<file path="src/pkg/capcomp_defines.svh">
// Constants of the capture/compare/PWM unit: offsets, fields, reset values
//
// Function
// - Mode 0000 turns unit off, clears state
// - Modes 0001 and 0011 are reserved
// - Capture modes select falling, rising, 4th, 16th
// - Mode 0010 toggles output on match, sets flag
// - Modes 1000/1001 set/clear output, set flag
// - Mode 1010 match only sets flag
// - Mode 1011 flag, timer clear, converter start
// - Converter start exists on second unit only
// - Modes 11xx are PWM, ten-bit duty
// - Bits 7-6 read zero; duty bits else unused
// - Capture/compare use shared timer; PWM other
// - Capture loads sixteen-bit timer into held bytes
// - Every capture sets flag; only software clears
// - New capture overwrites old value, no overrun
// - Edges seen on actual pin level
// - Captures reflect a timer cleared elsewhere
// - Both PWMs share period, rising edges aligned
// - Prescaler clears when off or not capturing
// - Clearing control forces compare latch low
`ifndef CAPCOMP_DEFINES_SVH
`define CAPCOMP_DEFINES_SVH

// ==========================================================
// Register byte offsets on the bus
`define CC_OFS_CONTROL     5'h00
`define CC_OFS_HELD_LOW    5'h04
`define CC_OFS_HELD_HIGH   5'h08
`define CC_OFS_STATUS      5'h0c
`define CC_OFS_PORT        5'h10

// ==========================================================
// Field positions
`define CC_MODE_LSB        0
`define CC_MODE_MSB        3
`define CC_DUTY_LSB        4
`define CC_DUTY_MSB        5
`define CC_CONTROL_MASK    8'h3f
`define CC_STAT_FLAG_BIT   0
`define CC_PORT_DATA_BIT   0
`define CC_PORT_DIR_BIT    1
`define CC_PORT_LEVEL_BIT  2

// ==========================================================
// Reset values
`define CC_RST_CONTROL     8'h00
`define CC_RST_HELD        8'h00
`define CC_RST_DIRECTION   1'b1

// ==========================================================
// Prescaler terminal counts
`define CC_PRESCALE_4      4'h3
`define CC_PRESCALE_16     4'hf

`endif

</file>
<file path="src/pkg/capcomp_pkg.sv">
// Types and mode decode functions of the capture/compare/PWM unit
`include "capcomp_defines.svh"
package capcomp_pkg;

  // Unit mode field codes
  typedef enum logic [3:0] {
    MODE_OFF       = 4'h0,
    MODE_RSVD_A    = 4'h1,
    MODE_CMP_TOG   = 4'h2,
    MODE_RSVD_B    = 4'h3,
    MODE_CAP_FALL  = 4'h4,
    MODE_CAP_RISE  = 4'h5,
    MODE_CAP_RISE4 = 4'h6,
    MODE_CAP_RISE16= 4'h7,
    MODE_CMP_SET   = 4'h8,
    MODE_CMP_CLR   = 4'h9,
    MODE_CMP_SOFT  = 4'ha,
    MODE_CMP_SPEC  = 4'hb
  } mode_t;

  // Whole state of the register/compare part
  typedef struct packed {
    logic [7:0]  control;        // Control byte, bits 7-6 held zero
    logic [7:0]  held_low;       // Held value low byte
    logic [7:0]  held_high;      // Held value high byte
    logic        event_flag;     // Sticky unit event flag
    logic        port_data;      // Port data latch
    logic        pin_direction;  // 1 = pin is input
    logic        compare_latch;  // Compare output latch
    logic        match_prev;     // Match seen last cycle
    logic        pwm_out;        // PWM output level
    logic [9:0]  duty_active;    // Duty in use this period
    logic        ack;            // Bus answer phase
    logic [31:0] readdata;       // Bus read data
    logic        timer_clear;    // Shared timer clear pulse
    logic        converter_start;// Converter start pulse
  } unit_state_t;

  // Whole state of the capture detector
  typedef struct packed {
    logic       sync1;       // First synchroniser stage
    logic       sync2;       // Second synchroniser stage
    logic       level_prev;  // Previous synchronised level
    logic [3:0] prescale;    // Rising edge prescaler count
    logic       capture;     // Capture event pulse
  } detect_state_t;

  // Mode is one of the capture modes
  function automatic logic is_capture(input logic [3:0] m);
    return m[3:2] == 2'b01;
  endfunction : is_capture

  // Mode is one of the compare modes
  function automatic logic is_compare(input logic [3:0] m);
    return (m == MODE_CMP_TOG) || (m[3:2] == 2'b10);
  endfunction : is_compare

  // Mode is PWM
  function automatic logic is_pwm(input logic [3:0] m);
    return m[3:2] == 2'b11;
  endfunction : is_pwm

endpackage : capcomp_pkg

</file>
<file path="src/pkg/capcomp_evt_if.sv">
// Link between the unit core and its capture edge detector
`timescale 1ns/1ps
`default_nettype none
interface capcomp_evt_if;
  logic [3:0] mode;           // Current unit mode field
  logic       capture_pulse;  // Selected capture event
  logic       pin_level;      // Synchronised pin level

  modport core (output mode, input capture_pulse, input pin_level);
  modport detector (input mode, output capture_pulse, output pin_level);
endinterface : capcomp_evt_if
`default_nettype wire

</file>
<file path="src/hdl/capcomp_capture_detect.sv">
// Pin synchroniser, edge detector and capture prescaler
`timescale 1ns/1ps
`default_nettype none
`include "capcomp_defines.svh"
module capcomp_capture_detect (
  input  wire logic        clk,
  input  wire logic        rst_n,
  input  wire logic        pin_raw,
  capcomp_evt_if.detector  evt
);
  import capcomp_pkg::*;

  detect_state_t st;       // Registered state
  detect_state_t next_st;  // Next state

  // ==========================================================
  // Next state
  always_comb begin
    logic rise;
    logic fall;
    rise = 1'b0;
    fall = 1'b0;
    next_st = st;
    // Two stages before any logic reads the pin
    next_st.sync1 = pin_raw;
    next_st.sync2 = st.sync1;
    next_st.level_prev = st.sync2;
    // Edges of the real pin level, whoever drives it
    rise = st.sync2 & ~st.level_prev;
    fall = ~st.sync2 & st.level_prev;
    next_st.capture = 1'b0;
    if (!is_capture(evt.mode)) begin
      // Off or non-capture mode empties the prescaler
      next_st.prescale = 4'h0;
    end else begin
      unique case (evt.mode)
        MODE_CAP_FALL: next_st.capture = fall;
        MODE_CAP_RISE: next_st.capture = rise;
        MODE_CAP_RISE4: begin
          // Every fourth rising edge
          if (rise) begin
            next_st.capture  = (st.prescale[1:0] == 2'(`CC_PRESCALE_4));
            next_st.prescale = st.prescale + 4'h1;
          end
        end
        default: begin
          // Every sixteenth rising edge
          if (rise) begin
            next_st.capture  = (st.prescale == `CC_PRESCALE_16);
            next_st.prescale = st.prescale + 4'h1;
          end
        end
      endcase
    end
  end

  // ==========================================================
  // State register
  always_ff @(posedge clk or negedge rst_n) begin
    if (!rst_n) begin
      st <= '0;
    end else begin
      st <= next_st;
    end
  end

  assign evt.capture_pulse = st.capture;
  assign evt.pin_level     = st.sync2;

endmodule : capcomp_capture_detect
`default_nettype wire

</file>
<file path="src/hdl/capture_compare_unit.sv">
// Capture/compare/PWM unit with its register slave
`timescale 1ns/1ps
`default_nettype none
`include "capcomp_defines.svh"
module capture_compare_unit #(
  parameter bit SECOND_UNIT = 1'b0                  // Set on the second unit instance
) (
  input  wire logic        clk,                     // System clock
  input  wire logic        rst_n,                   // Asynchronous reset, active low
  // Register bus
  input  wire logic [4:0]  avs_address,
  input  wire logic        avs_read,
  input  wire logic        avs_write,
  input  wire logic [31:0] avs_writedata,
  input  wire logic [3:0]  avs_byteenable,
  output logic [31:0]      avs_readdata,
  output logic             avs_waitrequest,
  // Time bases
  input  wire logic [15:0] shared_time_base_count,  // Shared sixteen-bit timer
  input  wire logic [7:0]  pwm_time_base_count,     // PWM timer count
  input  wire logic [1:0]  pwm_time_base_fine,      // PWM timer low bits
  input  wire logic        pwm_period_restart,      // PWM period start pulse
  output logic             shared_timer_clear,      // Clear shared timer pulse
  // Converter
  input  wire logic        converter_enabled,       // Converter is enabled
  output logic             converter_start,         // Converter start pulse
  // Event and pin
  output logic             unit_event_flag,         // Sticky event flag
  input  wire logic        unit_signal_pin_in,      // Pin level
  output logic             unit_signal_pin_out,     // Pin drive value
  output logic             unit_signal_pin_oe_n     // Pin enable, low drives
);
  import capcomp_pkg::*;

  localparam unit_state_t RESET_STATE = '{
    control:       `CC_RST_CONTROL,
    held_low:      `CC_RST_HELD,
    held_high:     `CC_RST_HELD,
    pin_direction: `CC_RST_DIRECTION,
    default:       '0
  };

  unit_state_t st;         // Registered state
  unit_state_t next_st;    // Next state
  capcomp_evt_if evt ();   // Link to the detector

  logic [3:0]  mode;       // Current mode field
  logic        bus_req;    // A bus request is present
  logic        wr_take;    // Write takes effect this edge
  logic        cmp_match;  // Timer equals held value
  logic        cmp_edge;   // First cycle of a match
  logic [9:0]  duty_next;  // Duty value from registers
  logic        clr_hit;    // Software clears the flag

  // ==========================================================
  // Capture detector
  capcomp_capture_detect u_detect (
    .clk     (clk),
    .rst_n   (rst_n),
    .pin_raw (unit_signal_pin_in),
    .evt     (evt)
  );

  assign mode     = st.control[`CC_MODE_MSB:`CC_MODE_LSB];
  assign evt.mode = mode;

  // ==========================================================
  // Bus handshake terms
  assign bus_req   = avs_read | avs_write;
  assign wr_take   = avs_write & st.ack & avs_byteenable[0];
  assign avs_waitrequest = bus_req & ~st.ack;

  // Compare against the shared timer only
  assign cmp_match = {st.held_high, st.held_low} == shared_time_base_count;
  assign cmp_edge  = cmp_match & ~st.match_prev;

  // Ten-bit duty: low compare byte above control bits 5-4
  assign duty_next = {st.held_low, st.control[`CC_DUTY_MSB:`CC_DUTY_LSB]};

  assign clr_hit = wr_take && (avs_address == `CC_OFS_STATUS) && avs_writedata[`CC_STAT_FLAG_BIT];

  // ==========================================================
  // Read decode, unmapped reads as zero
  function automatic logic [31:0] read_mux(input unit_state_t s, input logic [4:0] a, input logic lvl);
    logic [31:0] r;
    r = 32'h0000_0000;
    unique case (a)
      `CC_OFS_CONTROL:   r[7:0] = s.control & `CC_CONTROL_MASK;
      `CC_OFS_HELD_LOW:  r[7:0] = s.held_low;
      `CC_OFS_HELD_HIGH: r[7:0] = s.held_high;
      `CC_OFS_STATUS:    r[`CC_STAT_FLAG_BIT] = s.event_flag;
      `CC_OFS_PORT: begin
        r[`CC_PORT_DATA_BIT]  = s.port_data;
        r[`CC_PORT_DIR_BIT]   = s.pin_direction;
        r[`CC_PORT_LEVEL_BIT] = lvl;
      end
      default: r = 32'h0000_0000;
    endcase
    return r;
  endfunction : read_mux

  // ==========================================================
  // Next state
  always_comb begin
    logic set_flag;
    set_flag = 1'b0;
    next_st = st;
    next_st.timer_clear     = 1'b0;
    next_st.converter_start = 1'b0;
    next_st.match_prev      = cmp_match;

    // Bus: answer one cycle after the request appears
    if (bus_req && !st.ack) begin
      next_st.ack = 1'b1;
      next_st.readdata = read_mux(st, avs_address, evt.pin_level);
    end else begin
      next_st.ack = 1'b0;
    end

    // Register writes
    if (wr_take) begin
      unique case (avs_address)
        `CC_OFS_CONTROL: begin
          // Bits 7-6 are not implemented
          next_st.control = avs_writedata[7:0] & `CC_CONTROL_MASK;
          if (avs_writedata[3:0] == MODE_OFF) begin
            next_st.compare_latch = 1'b0;
          end
        end
        `CC_OFS_HELD_LOW:  next_st.held_low  = avs_writedata[7:0];
        `CC_OFS_HELD_HIGH: next_st.held_high = avs_writedata[7:0];
        `CC_OFS_PORT: begin
          next_st.port_data     = avs_writedata[`CC_PORT_DATA_BIT];
          next_st.pin_direction = avs_writedata[`CC_PORT_DIR_BIT];
        end
        default: ;  // Status handled below, unmapped ignored
      endcase
    end

    // Mode-dependent behaviour
    if (mode == MODE_OFF) begin
      // Unit off: compare and PWM state held cleared
      next_st.compare_latch = 1'b0;
      next_st.pwm_out       = 1'b0;
      next_st.duty_active   = 10'h000;
    end else if (is_capture(mode)) begin
      // Latest capture always replaces the held value
      if (evt.capture_pulse) begin
        next_st.held_high = shared_time_base_count[15:8];
        next_st.held_low  = shared_time_base_count[7:0];
        set_flag = 1'b1;
      end
    end else if (is_compare(mode)) begin
      if (cmp_edge) begin
        set_flag = 1'b1;
        unique case (mode)
          MODE_CMP_TOG: next_st.compare_latch = ~st.compare_latch;
          MODE_CMP_SET: next_st.compare_latch = 1'b1;
          MODE_CMP_CLR: next_st.compare_latch = 1'b0;
          MODE_CMP_SOFT: ;
          default: begin
            // Special event: clear timer, start converter
            next_st.timer_clear     = 1'b1;
            next_st.converter_start = SECOND_UNIT & converter_enabled;
          end
        endcase
      end
    end else if (is_pwm(mode)) begin
      // Common period restart aligns both units' rising edges
      if (pwm_period_restart) begin
        next_st.duty_active = duty_next;
        next_st.pwm_out     = (duty_next != 10'h000);
      end else if ({pwm_time_base_count, pwm_time_base_fine} == st.duty_active) begin
        next_st.pwm_out = 1'b0;
      end
    end
    // Reserved codes 0001 and 0011 do nothing further

    // Flag: hardware set wins over software clear
    if (set_flag) begin
      next_st.event_flag = 1'b1;
    end else if (clr_hit) begin
      next_st.event_flag = 1'b0;
    end
  end

  // ==========================================================
  // State register
  always_ff @(posedge clk or negedge rst_n) begin
    if (!rst_n) begin
      st <= RESET_STATE;
    end else begin
      st <= next_st;
    end
  end

  // ==========================================================
  // Outputs
  assign avs_readdata       = st.readdata;
  assign shared_timer_clear = st.timer_clear;
  assign converter_start    = st.converter_start;
  assign unit_event_flag    = st.event_flag;
  assign unit_signal_pin_oe_n = st.pin_direction;

  // Pin value: compare latch, PWM level or port latch
  always_comb begin
    if (is_compare(mode)) begin
      unit_signal_pin_out = st.compare_latch;
    end else if (is_pwm(mode)) begin
      unit_signal_pin_out = st.pwm_out;
    end else begin
      unit_signal_pin_out = st.port_data;
    end
  end

endmodule : capture_compare_unit
`default_nettype wire

</file>
<file path="config.mk">
export PLATFORM = sky130hd
export DESIGN_NAME = capture_compare_unit
export DESIGN_NICKNAME = d
export VERILOG_FILES = /design/src/pkg/capcomp_pkg.sv /design/src/pkg/capcomp_evt_if.sv /design/src/hdl/capcomp_capture_detect.sv /design/src/hdl/capture_compare_unit.sv
export VERILOG_INCLUDE_DIRS = /design/src /design/src/pkg
export SDC_FILE = /design/constraint.sdc
export NUM_CORES = 1
export LEC_CHECK = 0
export BUFFER_PORTS_ARGS = -buffer_cell sky130_fd_sc_hd__clkbuf_2
export CAP_MARGIN = 25
export CORE_ASPECT_RATIO = 1.5
export CORE_MARGIN = 5
export CORE_UTILIZATION = 50
export DETAILED_ROUTE_END_ITERATION = 8
export GPL_ROUTABILITY_DRIVEN = 0
export PLACE_DENSITY_LB_ADDON = 0.3
export SKIP_LAST_GASP = 1
export SLEW_MARGIN = 15
export SYNTH_ARGS = -nofsm -noshare
export SYNTH_HDL_FRONTEND = slang
export SYNTH_SLANG_ARGS = --single-unit
export TNS_END_PERCENT = 50
</file>
<file path="constraint.sdc">
create_clock -name clk -period 1.8 [get_ports clk]
set_clock_uncertainty 0.1 [all_clocks]
set_input_delay 0.09 -clock clk [delete_from_list [all_inputs] [get_ports clk]]
set_output_delay 0.09 -clock clk [all_outputs]
set_load 0.01 [all_outputs]
</file>
==> impl_metrics.toml, run 1 <==
[status]
outcome = "finished clean"

[power_and_ir_drop]
p_per_area_nw_per_um2 = 714.5
vdd_drop_max_mv = 0.6198
p_leak_nw = 1.847

[detailed_routing]
wl_per_cell_um = 16.00
vias = 2524
via_per_inst = 5.258
drt-initial-drc-count = 127
drc = 0
ant_nets = 0
drtPass1Iterations = 5
wirelength_mm = 7.682

[yosys]
synth_edf_count = 0
synth_top_cell_by_area = "dfrtp_1"
synth_top_area_share_pct = 42.69
syn_inst = 314
ys_ff_latch = 56
netlist_top_cells_area = "dfrtp_1 43%, buf_4 7.9%, mux2i_1 7.1%, xnor2_1 5.4%, a22o_1 4.1%"
synthFlopType = "dfrtp_1"
async_reset_ff_share_pct = 100.0
syn_area_um2 = 3224
ys_warn_count = 0
ys_types = 45
ys_seq_area_share_pct = 43.50
syn_avg_cell_area_um2 = 10.27

[sta]
finalHoldViolCount = 0
fin_crit_sh_pct = 93.01
period_needed_ns = 1.674
finalWorstSetupSlack_ns = 0.1258
fmax_ghz = 0.5973
rsz0062_at_grt = "yes"
slew_headroom_pct = 55.29
slew_viol_final = 0
setup_viol_count_final = 0
worst_pin_slew_ns = 0.6681

[critical_path]
worstSetupStartpointType = "input pin"
crit_path_max_fanout = 3
critPathKind = "in2reg"
critPathRequiredTime_ns = 1.90
crit_path_cell_trace = "dlygate4sd3_1, clkbuf_2, xnor2_1, nand4_1, nor4_2, buf_4, and4b_1, o22ai_1"
slowest_stage = "dlygate4sd3_1"
cp.arrival_ns = 1.78
cp-end-kind = "flop"
max_stage_delay_ns = 0.54

[place]
dp_slack_ns = -0.05583
place_area_um2 = 3577
port_buffers = 58
dpl.hpwl_mm = 5.826
dp_cells = 448

[clocking]
root_buffer = "clkbuf_8"
cts_buffers = 5
cts_tree = "done"
clock_latency_ns = 0.31
path_clk_slew_ns = 0.10
htreeDepth = 2
clk_path_buf_depth = 2
cts.sinks = 56

[global_routing]
grt_use_total_pct = 19.36
grt_pass1_wl_mm = 12.08
grt_max_degree = 34
antenna_found_initial = 0
first_global_vias = 2489
grt-ovfl-total = 0

[floorplan]
fp.dieH_um = 108.4
start_util_pct = 51.85
design.die.area_um2 = 8187
io_pins = 112
rows = 35
die_width_um = 75.57
core_area_um2 = 6218

[flow_run]
drv_cap = 0

[final_layout]
antennaDiodeCount = 0
final_area_um2 = 3936
nets = 480
finalNonFillerCells = 480
drive_above_1_share_pct = 28.57
syn2layout_area_growth_pct = 22.08

[hold_path]
hp-class = "in2reg"
-- flip-flops by register name (all words and copies together) (netlist names), 4 cells and up --
signal,count
st,23
duty_next,10
avs_readdata,8
u_detect.st,5
evt.mode,4
-- critical path, delay by kind of cell --
kind / cells / cell delay (ns)
AND/OR/NAND/NOR: 3 / 0.63
buffers and inverters: 3 / 0.83
XOR/XNOR: 1 / 0.17
AO/OA/AOI/OAI: 1 / 0.07
-- stage by stage --
step / TNS, ns / hold slack (ns) / power [mW] / utilization [%]
floorplan: 0 / -0.3056 / 1.820 / -
global placement: 0 / -0.01930 / 2.026 / 57.53
detailed placement: -0.05583 / -0.02098 / 2.042 / 57.53
CTS: 0 / 0.0005477 / 2.807 / 62.66
global route: -0.00007361 / 0.0005383 / 2.951 / 63.30
finish: 0 / 0.007318 / 2.812 / 63.30
-- metal layers --
metal | track usage [%] | vias up | wire length [µm]
li1 | - | 1228 | -
met5 | 0 | - | 0
met2 | 34.61 | 63 | 4215
met1 | 23.11 | 1223 | 2949
met4 | 5.500 | 0 | 131
met3 | 3.442 | 10 | 384
-- layout make-up --
cell class,count,area [µm²]
flip-flops and latches,56,1405
repair buffers,108,743.2
clock inverters,2,13.76
multi-input cells,229,1580
inverters,5,18.77
clock buffers,6,82.58
fillers,522,2282
well taps,74,92.59
-- power breakdown --
| group | leakage, nW | internal [mW] | switching (mW) |
|---|---|---|---|
| logic | 1.07 | 0.318 | 0.335 |
| clock network | 0.0516 | 0.316 | 0.416 |
| registers | 0.723 | 1.35 | 0.0797 |
-- cells in the mapped netlist, types with 2 or more instances --
cell      count
dfrtp_1      55
mux2_2        3
nor2_1       27
nand3b_1      2
o21ai_0      13
mux2_4        6
xnor2_1      20
o22ai_1       2
or4_1         4
or3_1         2
a22oi_1       4
inv_1         5
a21oi_1      24
mux2i_1      23
nand4_1       6
xor2_1        9
buf_2         2
nand3_1       4
nand2b_1      2
clkbuf_1      8
nor4_1        5
buf_4        34
nor2b_1       3
a22o_1       15
nand2_1      13
buf_6         4
-- worst paths after layout --
path                                          end  cells after the start  slack, ns                  startpoint
max reg2reg                                st[47]                      6       0.14                duty_next[7]
max                                        st[47]                      8       0.13  shared_time_base_count[11]
min reg2reg                u_detect.evt.pin_level                      0       0.26         u_detect.next_st[6]
min                                  duty_next[9]                      3      0.007            avs_writedata[7]
min in group asynchronous             evt.mode[1]                      2       0.17                       rst_n
max in group asynchronous            duty_next[7]                      3       0.89                       rst_n
-- cell families after synthesis --
logic type | count (synthesis) | synth area share [%]
compound gates | 62 | 12.15
xor+xnor | 29 | 7.878
fa+ha+maj | 2 | 0.6984
buf+inv | 53 | 11.14
flops | 56 | 43.50
mux | 32 | 10.98
other cells | 1 | 0.1163
simple gates | 79 | 13.54
-- placed cells by master, fill, tap and decap left out, types with 3 or more instances in the layout --
cell type / n
mux2_4: 6
a22oi_1: 4
xor2_1: 9
or4_1: 4
nand2_1: 13
a22o_1: 15
inv_1: 5
nor4_1: 3
o21ai_0: 13
dlygate4sd3_1: 21
nand4_1: 6
conb_1: 25
nor2_1: 27
mux2i_1: 23
a21oi_1: 24
buf_4: 27
dfrtp_1: 53
nor2b_1: 3
xnor2_1: 18
clkbuf_2: 58
mux2_2: 3
nand3_1: 4
clkbuf_8: 6
-- repair_timing --
action                                  in CTS  in global routing
gates resized for setup                      2                  4
pin swaps                                    0                  3
hold endpoints to repair                    34                  0
setup buffers                                0                  3
hold buffers                                21                  0
endpoints found under the setup margin       1                  3
No activity file was read; power rests on OpenSTA's default activity.
==> run 2, diff against run 1 <==
--- a/config.mk
+++ b/config.mk
@@ -10,9 +10,11 @@
 export CAP_MARGIN = 25
 export CORE_ASPECT_RATIO = 1.5
 export CORE_MARGIN = 5
-export CORE_UTILIZATION = 50
+export CORE_UTILIZATION = 52
+export CTS_BUF_LIST = sky130_fd_sc_hd__clkbuf_8
 export DETAILED_ROUTE_END_ITERATION = 8
 export GPL_ROUTABILITY_DRIVEN = 0
+export GPL_TIMING_DRIVEN = 0
 export PLACE_DENSITY_LB_ADDON = 0.3
 export SKIP_LAST_GASP = 1
 export SLEW_MARGIN = 15
==> impl_metrics.toml, run 2 (synthesized netlist as in run 1, its figures left out) <==
[final_layout]
antennaDiodeCount = 0
syn2layout_area_growth_pct = 27.63
largest_reg_flops = 23
finalNonFillerCells = 503
drive_above_1_share_pct = 31.93
regMostFlops = "st"
nets = 503
final_cell_mix = "57 x clkbuf_2, 50 x dfrtp_1, 39 x buf_4"
final_common_cell = "clkbuf_2"

[sta]
slew_viol_final = 0
finalHoldViolCount = 0
worst_pin_slew_ns = 0.7716
fmax_ghz = 0.5812
fin_hold_ws_ns = 0.009147
finalWorstSetupSlack_ns = 0.07934
rsz0062_at_grt = "yes"
fin_crit_sh_pct = 95.59
setup_viol_count_final = 0
slew_headroom_pct = 48.56
period_needed_ns = 1.721

[floorplan]
rows = 35
core_area_um2 = 6087
io_pins = 112
die_width_um = 74.30
design.die.area_um2 = 7908
fp.dieH_um = 106.4
start_util_pct = 52.97

[detailed_routing]
ant_nets = 0
via_per_inst = 5.245
vias = 2638
wl_per_cell_um = 16.03
wirelength_mm = 8.065
drc = 0
drt-initial-drc-count = 158
drtPass1Iterations = 4

[critical_path]
crit_path_max_fanout = 10
cp-end-kind = "output port"
worstSetupStartpointType = "flop"
critPathRequiredTime_ns = 1.61
max_stage_delay_ns = 0.41
crit_path_cell_trace = "clkbuf_1, nor2_1, a21oi_1, clkbuf_2"
cp.arrival_ns = 1.53
critPathKind = "reg2out"
slowest_stage = "dfrtp_1"

[clocking]
cts_tree = "done"
path_clk_slew_ns = 0.11
clock_latency_ns = 0.32
cts.sinks = 56
htreeDepth = 2
cts_buffers = 5
root_buffer = "clkbuf_8"
clk_path_buf_depth = 2

[global_routing]
grt-ovfl-total = 0
grt_use_total_pct = 21.37
grt_most_used_layer = "met2"
first_global_vias = 2730
antenna_found_initial = 0
grtUsageMet1_pct = 24.70
met2_usage_pct = 38.58
gr-usage-met3_pct = 3.595
grt_max_degree = 57
grt_pass1_wl_mm = 13.10

[place]
port_buffers = 55
dp_slack_ns = -0.2412
dp_cells = 467
dpl.hpwl_mm = 5.860

[power_and_ir_drop]
vdd_drop_max_mv = 0.5513
p_leak_nw = 1.964
power.total_mw = 2.958
p_per_area_nw_per_um2 = 718.9

[status]
outcome = "finished clean"

[flow_run]
drv_cap = 0

[hold_path]
hp-class = "in2reg"
==> run 2: power by group <==
part	internal (mW)	switching (mW)	total, mW
sequential	1.35	0.106	1.46
clock	0.420	0.436	0.856
combinational	0.326	0.320	0.645
==> run 2: per-layer routing <==
metal	vias to the layer above	part of all wire, %
met5	-	0
met4	0	2.7
met3	14	4.5
met2	69	55
met1	1283	37
li1	1272	-
==> run 2: worst max-delay path: cells and delay by family, from the launching register on <==
kind	cells	cell delay [ns]
buffers and inverters	2	0.51
DFF	1	0.41
AOI/OAI and AO/OA	1	0.20
and+or+nand+nor	1	0.09
==> run 2: per-stage QoR <==
stage	utilization, %	instance area [µm²]	TNS (ns)
floorplan	-	3314	0
global placement	60.49	3682	-0.6850
detailed placement	60.53	3685	-1.233
CTS	66.58	4053	-0.04553
global route	67.61	4115	-0.05417
finish	67.61	4115	0
==> run 2: what timing repair did <==
action	CTS	global route
hold buffers	23	0
gates cloned	0	0
hold endpoints to repair	75	0
setup endpoints to repair	16	25
pin swaps	0	3
resized for setup	4	16
setup buffers	0	5
==> run 2: worst paths after layout <==
path | to | start | depth (start not counted) | slack (ns)
min in group asynchronous | duty_next[8] | rst_n | 2 | 0.31
worst min-delay path | st[45] | pwm_period_restart | 3 | 0.009
worst min register to register | u_detect.evt.pin_level | u_detect.next_st[6] | 0 | 0.27
worst max-delay path | unit_signal_pin_out | evt.mode[3] | 4 | 0.08
worst max register to register | st[47] | duty_next[6] | 5 | 0.11
max in group asynchronous | duty_next[4] | rst_n | 2 | 0.74
==> run 2: area by class of cell <==
cell class | count | area [µm²]
Clock inverter | 3 | 46.29
Tap cell | 74 | 92.59
Inverter | 5 | 18.77
Buffer | 48 | 345.3
Clock buffer | 5 | 68.82
Sequential cell | 56 | 1409
Fill cell | 495 | 1972
Multi-Input combinational cell | 229 | 1589
Timing Repair Buffer | 83 | 545.5
==> run 3, diff against run 2 <==
--- a/config.mk
+++ b/config.mk
@@ -10,7 +10,7 @@
 export CAP_MARGIN = 25
 export CORE_ASPECT_RATIO = 1.5
 export CORE_MARGIN = 5
-export CORE_UTILIZATION = 52
+export CORE_UTILIZATION = 31
 export CTS_BUF_LIST = sky130_fd_sc_hd__clkbuf_8
 export DETAILED_ROUTE_END_ITERATION = 8
 export GPL_ROUTABILITY_DRIVEN = 0
==> impl_metrics.toml, run 3 (synthesized netlist as in run 1, its figures left out) <==
[global_routing]
grt-ovfl-total = 0
grt_pass1_wl_mm = 14.14
grt_use_total_pct = 14.15
grt_max_degree = 44
first_global_vias = 2728
antenna_found_initial = 0

[clocking]
clock_latency_ns = 0.32
clk_path_buf_depth = 2
htreeDepth = 2
root_buffer = "clkbuf_8"
cts.sinks = 56
path_clk_slew_ns = 0.10
cts_tree = "done"
cts_buffers = 5

[sta]
slew_viol_final = 0
worst_pin_slew_ns = 0.7079
finalHoldViolCount = 0
fmax_ghz = 0.5696
fin_crit_sh_pct = 97.54
slew_headroom_pct = 52.63
period_needed_ns = 1.756
setup_viol_count_final = 0
fin_setup_tns_ns = 0
rsz0062_at_grt = "yes"
finalWorstSetupSlack_ns = 0.04423

[detailed_routing]
drt-initial-drc-count = 97
drtPass1Iterations = 4
drc = 0
vias = 2631
wl_per_cell_um = 15.66
wirelength_mm = 8.582
ant_nets = 0
via_per_inst = 4.801

[power_and_ir_drop]
vdd_drop_max_mv = 0.4591
p_per_area_nw_per_um2 = 698.9
power.total_mw = 2.942
p_leak_nw = 2.003

[final_layout]
final_common_cell = "clkbuf_2"
n_fill_cell = 1007
final_cell_mix = "59 x clkbuf_2, 50 x dfrtp_1, 39 x buf_4"
antennaDiodeCount = 0
largest_reg_flops = 23
regArea_um2 = 1409
regMostFlops = "st"
syn2layout_area_growth_pct = 30.54
drive_above_1_share_pct = 32.48
nets = 505
finalNonFillerCells = 548
multiInputGateArea_um2 = 1604

[status]
outcome = "finished clean"

[place]
dpl.hpwl_mm = 6.642
port_buffers = 55
dp_cells = 511
dp_slack_ns = -0.4703

[floorplan]
die_width_um = 93.27
rows = 45
io_pins = 112
design.die.area_um2 = 12580
core_area_um2 = 10130
fp.dieH_um = 134.9
start_util_pct = 31.81

[critical_path]
max_stage_delay_ns = 0.54
slowest_stage = "or4_4"
crit_path_cell_trace = "nand3_1, or4_4, buf_6, mux2_4"
crit_path_max_fanout = 7
critPathRequiredTime_ns = 1.91
cp-end-kind = "flop"
cp.arrival_ns = 1.86
worstSetupStartpointType = "flop"
critPathKind = "reg2reg"

[hold_path]
hp-class = "in2reg"

[flow_run]
drv_cap = 0
run 3: worst max-delay path, delay by kind of cell (launching register included):
family        cells  cell delay, ns
buf+inv           1            0.16
flops             1            0.35
mux               1            0.29
simple gates      2            0.74
run 3: power by group:
group / leakage [nW] / switching (mW) / internal [mW]
Clock: 0.0593 / 0.413 / 0.408
Combinational: 1.22 / 0.317 / 0.339
Sequential: 0.720 / 0.114 / 1.35
run 3: final cells by class:
cell class                 instances  share of cell area, %
timing repair buffer              85                  13.67
buffer                            48                  8.264
multi-input combinational        229                  38.11
clock buffer                       5                  1.635
sequential                        56                  33.47
tap                              117                  3.478
inverter                           5                 0.4459
clock inverter                     3                 0.9215
run 3: metrics by stage:
step / hold slack, ns / instance area, µm² / util, %
floorplan: -0.3056 / 3314 / -
global placement: 0.1019 / 3736 / 36.86
detailed placement: -0.1115 / 3759 / 37.09
CTS: 0.007022 / 4129 / 40.74
global route: 0.02474 / 4209 / 41.53
finish: 0.03130 / 4209 / 41.53
run 3: path summary, 6_finish.rpt:
| path | start | endpoint | slack, ns | depth (start not counted) |
|---|---|---|---|---|
| max in group asynchronous | rst_n | duty_next[3] | 0.98 | 3 |
| worst max-delay path | st[34] | duty_next[1] | 0.04 | 4 |
| worst min-delay path | avs_writedata[1] | evt.mode[1] | 0.03 | 2 |
| worst min register to register | u_detect.next_st[6] | u_detect.evt.pin_level | 0.27 | 0 |
| worst max register to register | st[34] | duty_next[1] | 0.04 | 4 |
| min in group asynchronous | rst_n | avs_readdata[0] | 0.11 | 2 |
run 3: what timing repair did:
item | CTS | global route
endpoints found under the hold margin | 77 | 0
hold buffers | 24 | 0
gates resized for setup | 4 | 20
endpoints found under the setup margin | 20 | 22
setup buffers | 0 | 5
pin swaps | 1 | 7
run 3: metal layers:
layer  GRT usage [%]  up-vias  routed length, µm
met1           16.92     1286               3457
met2           26.42       53               4744
li1                -     1285                  -
met4           4.156        0                115
met3           1.282        7                264
met5               0        -                  0
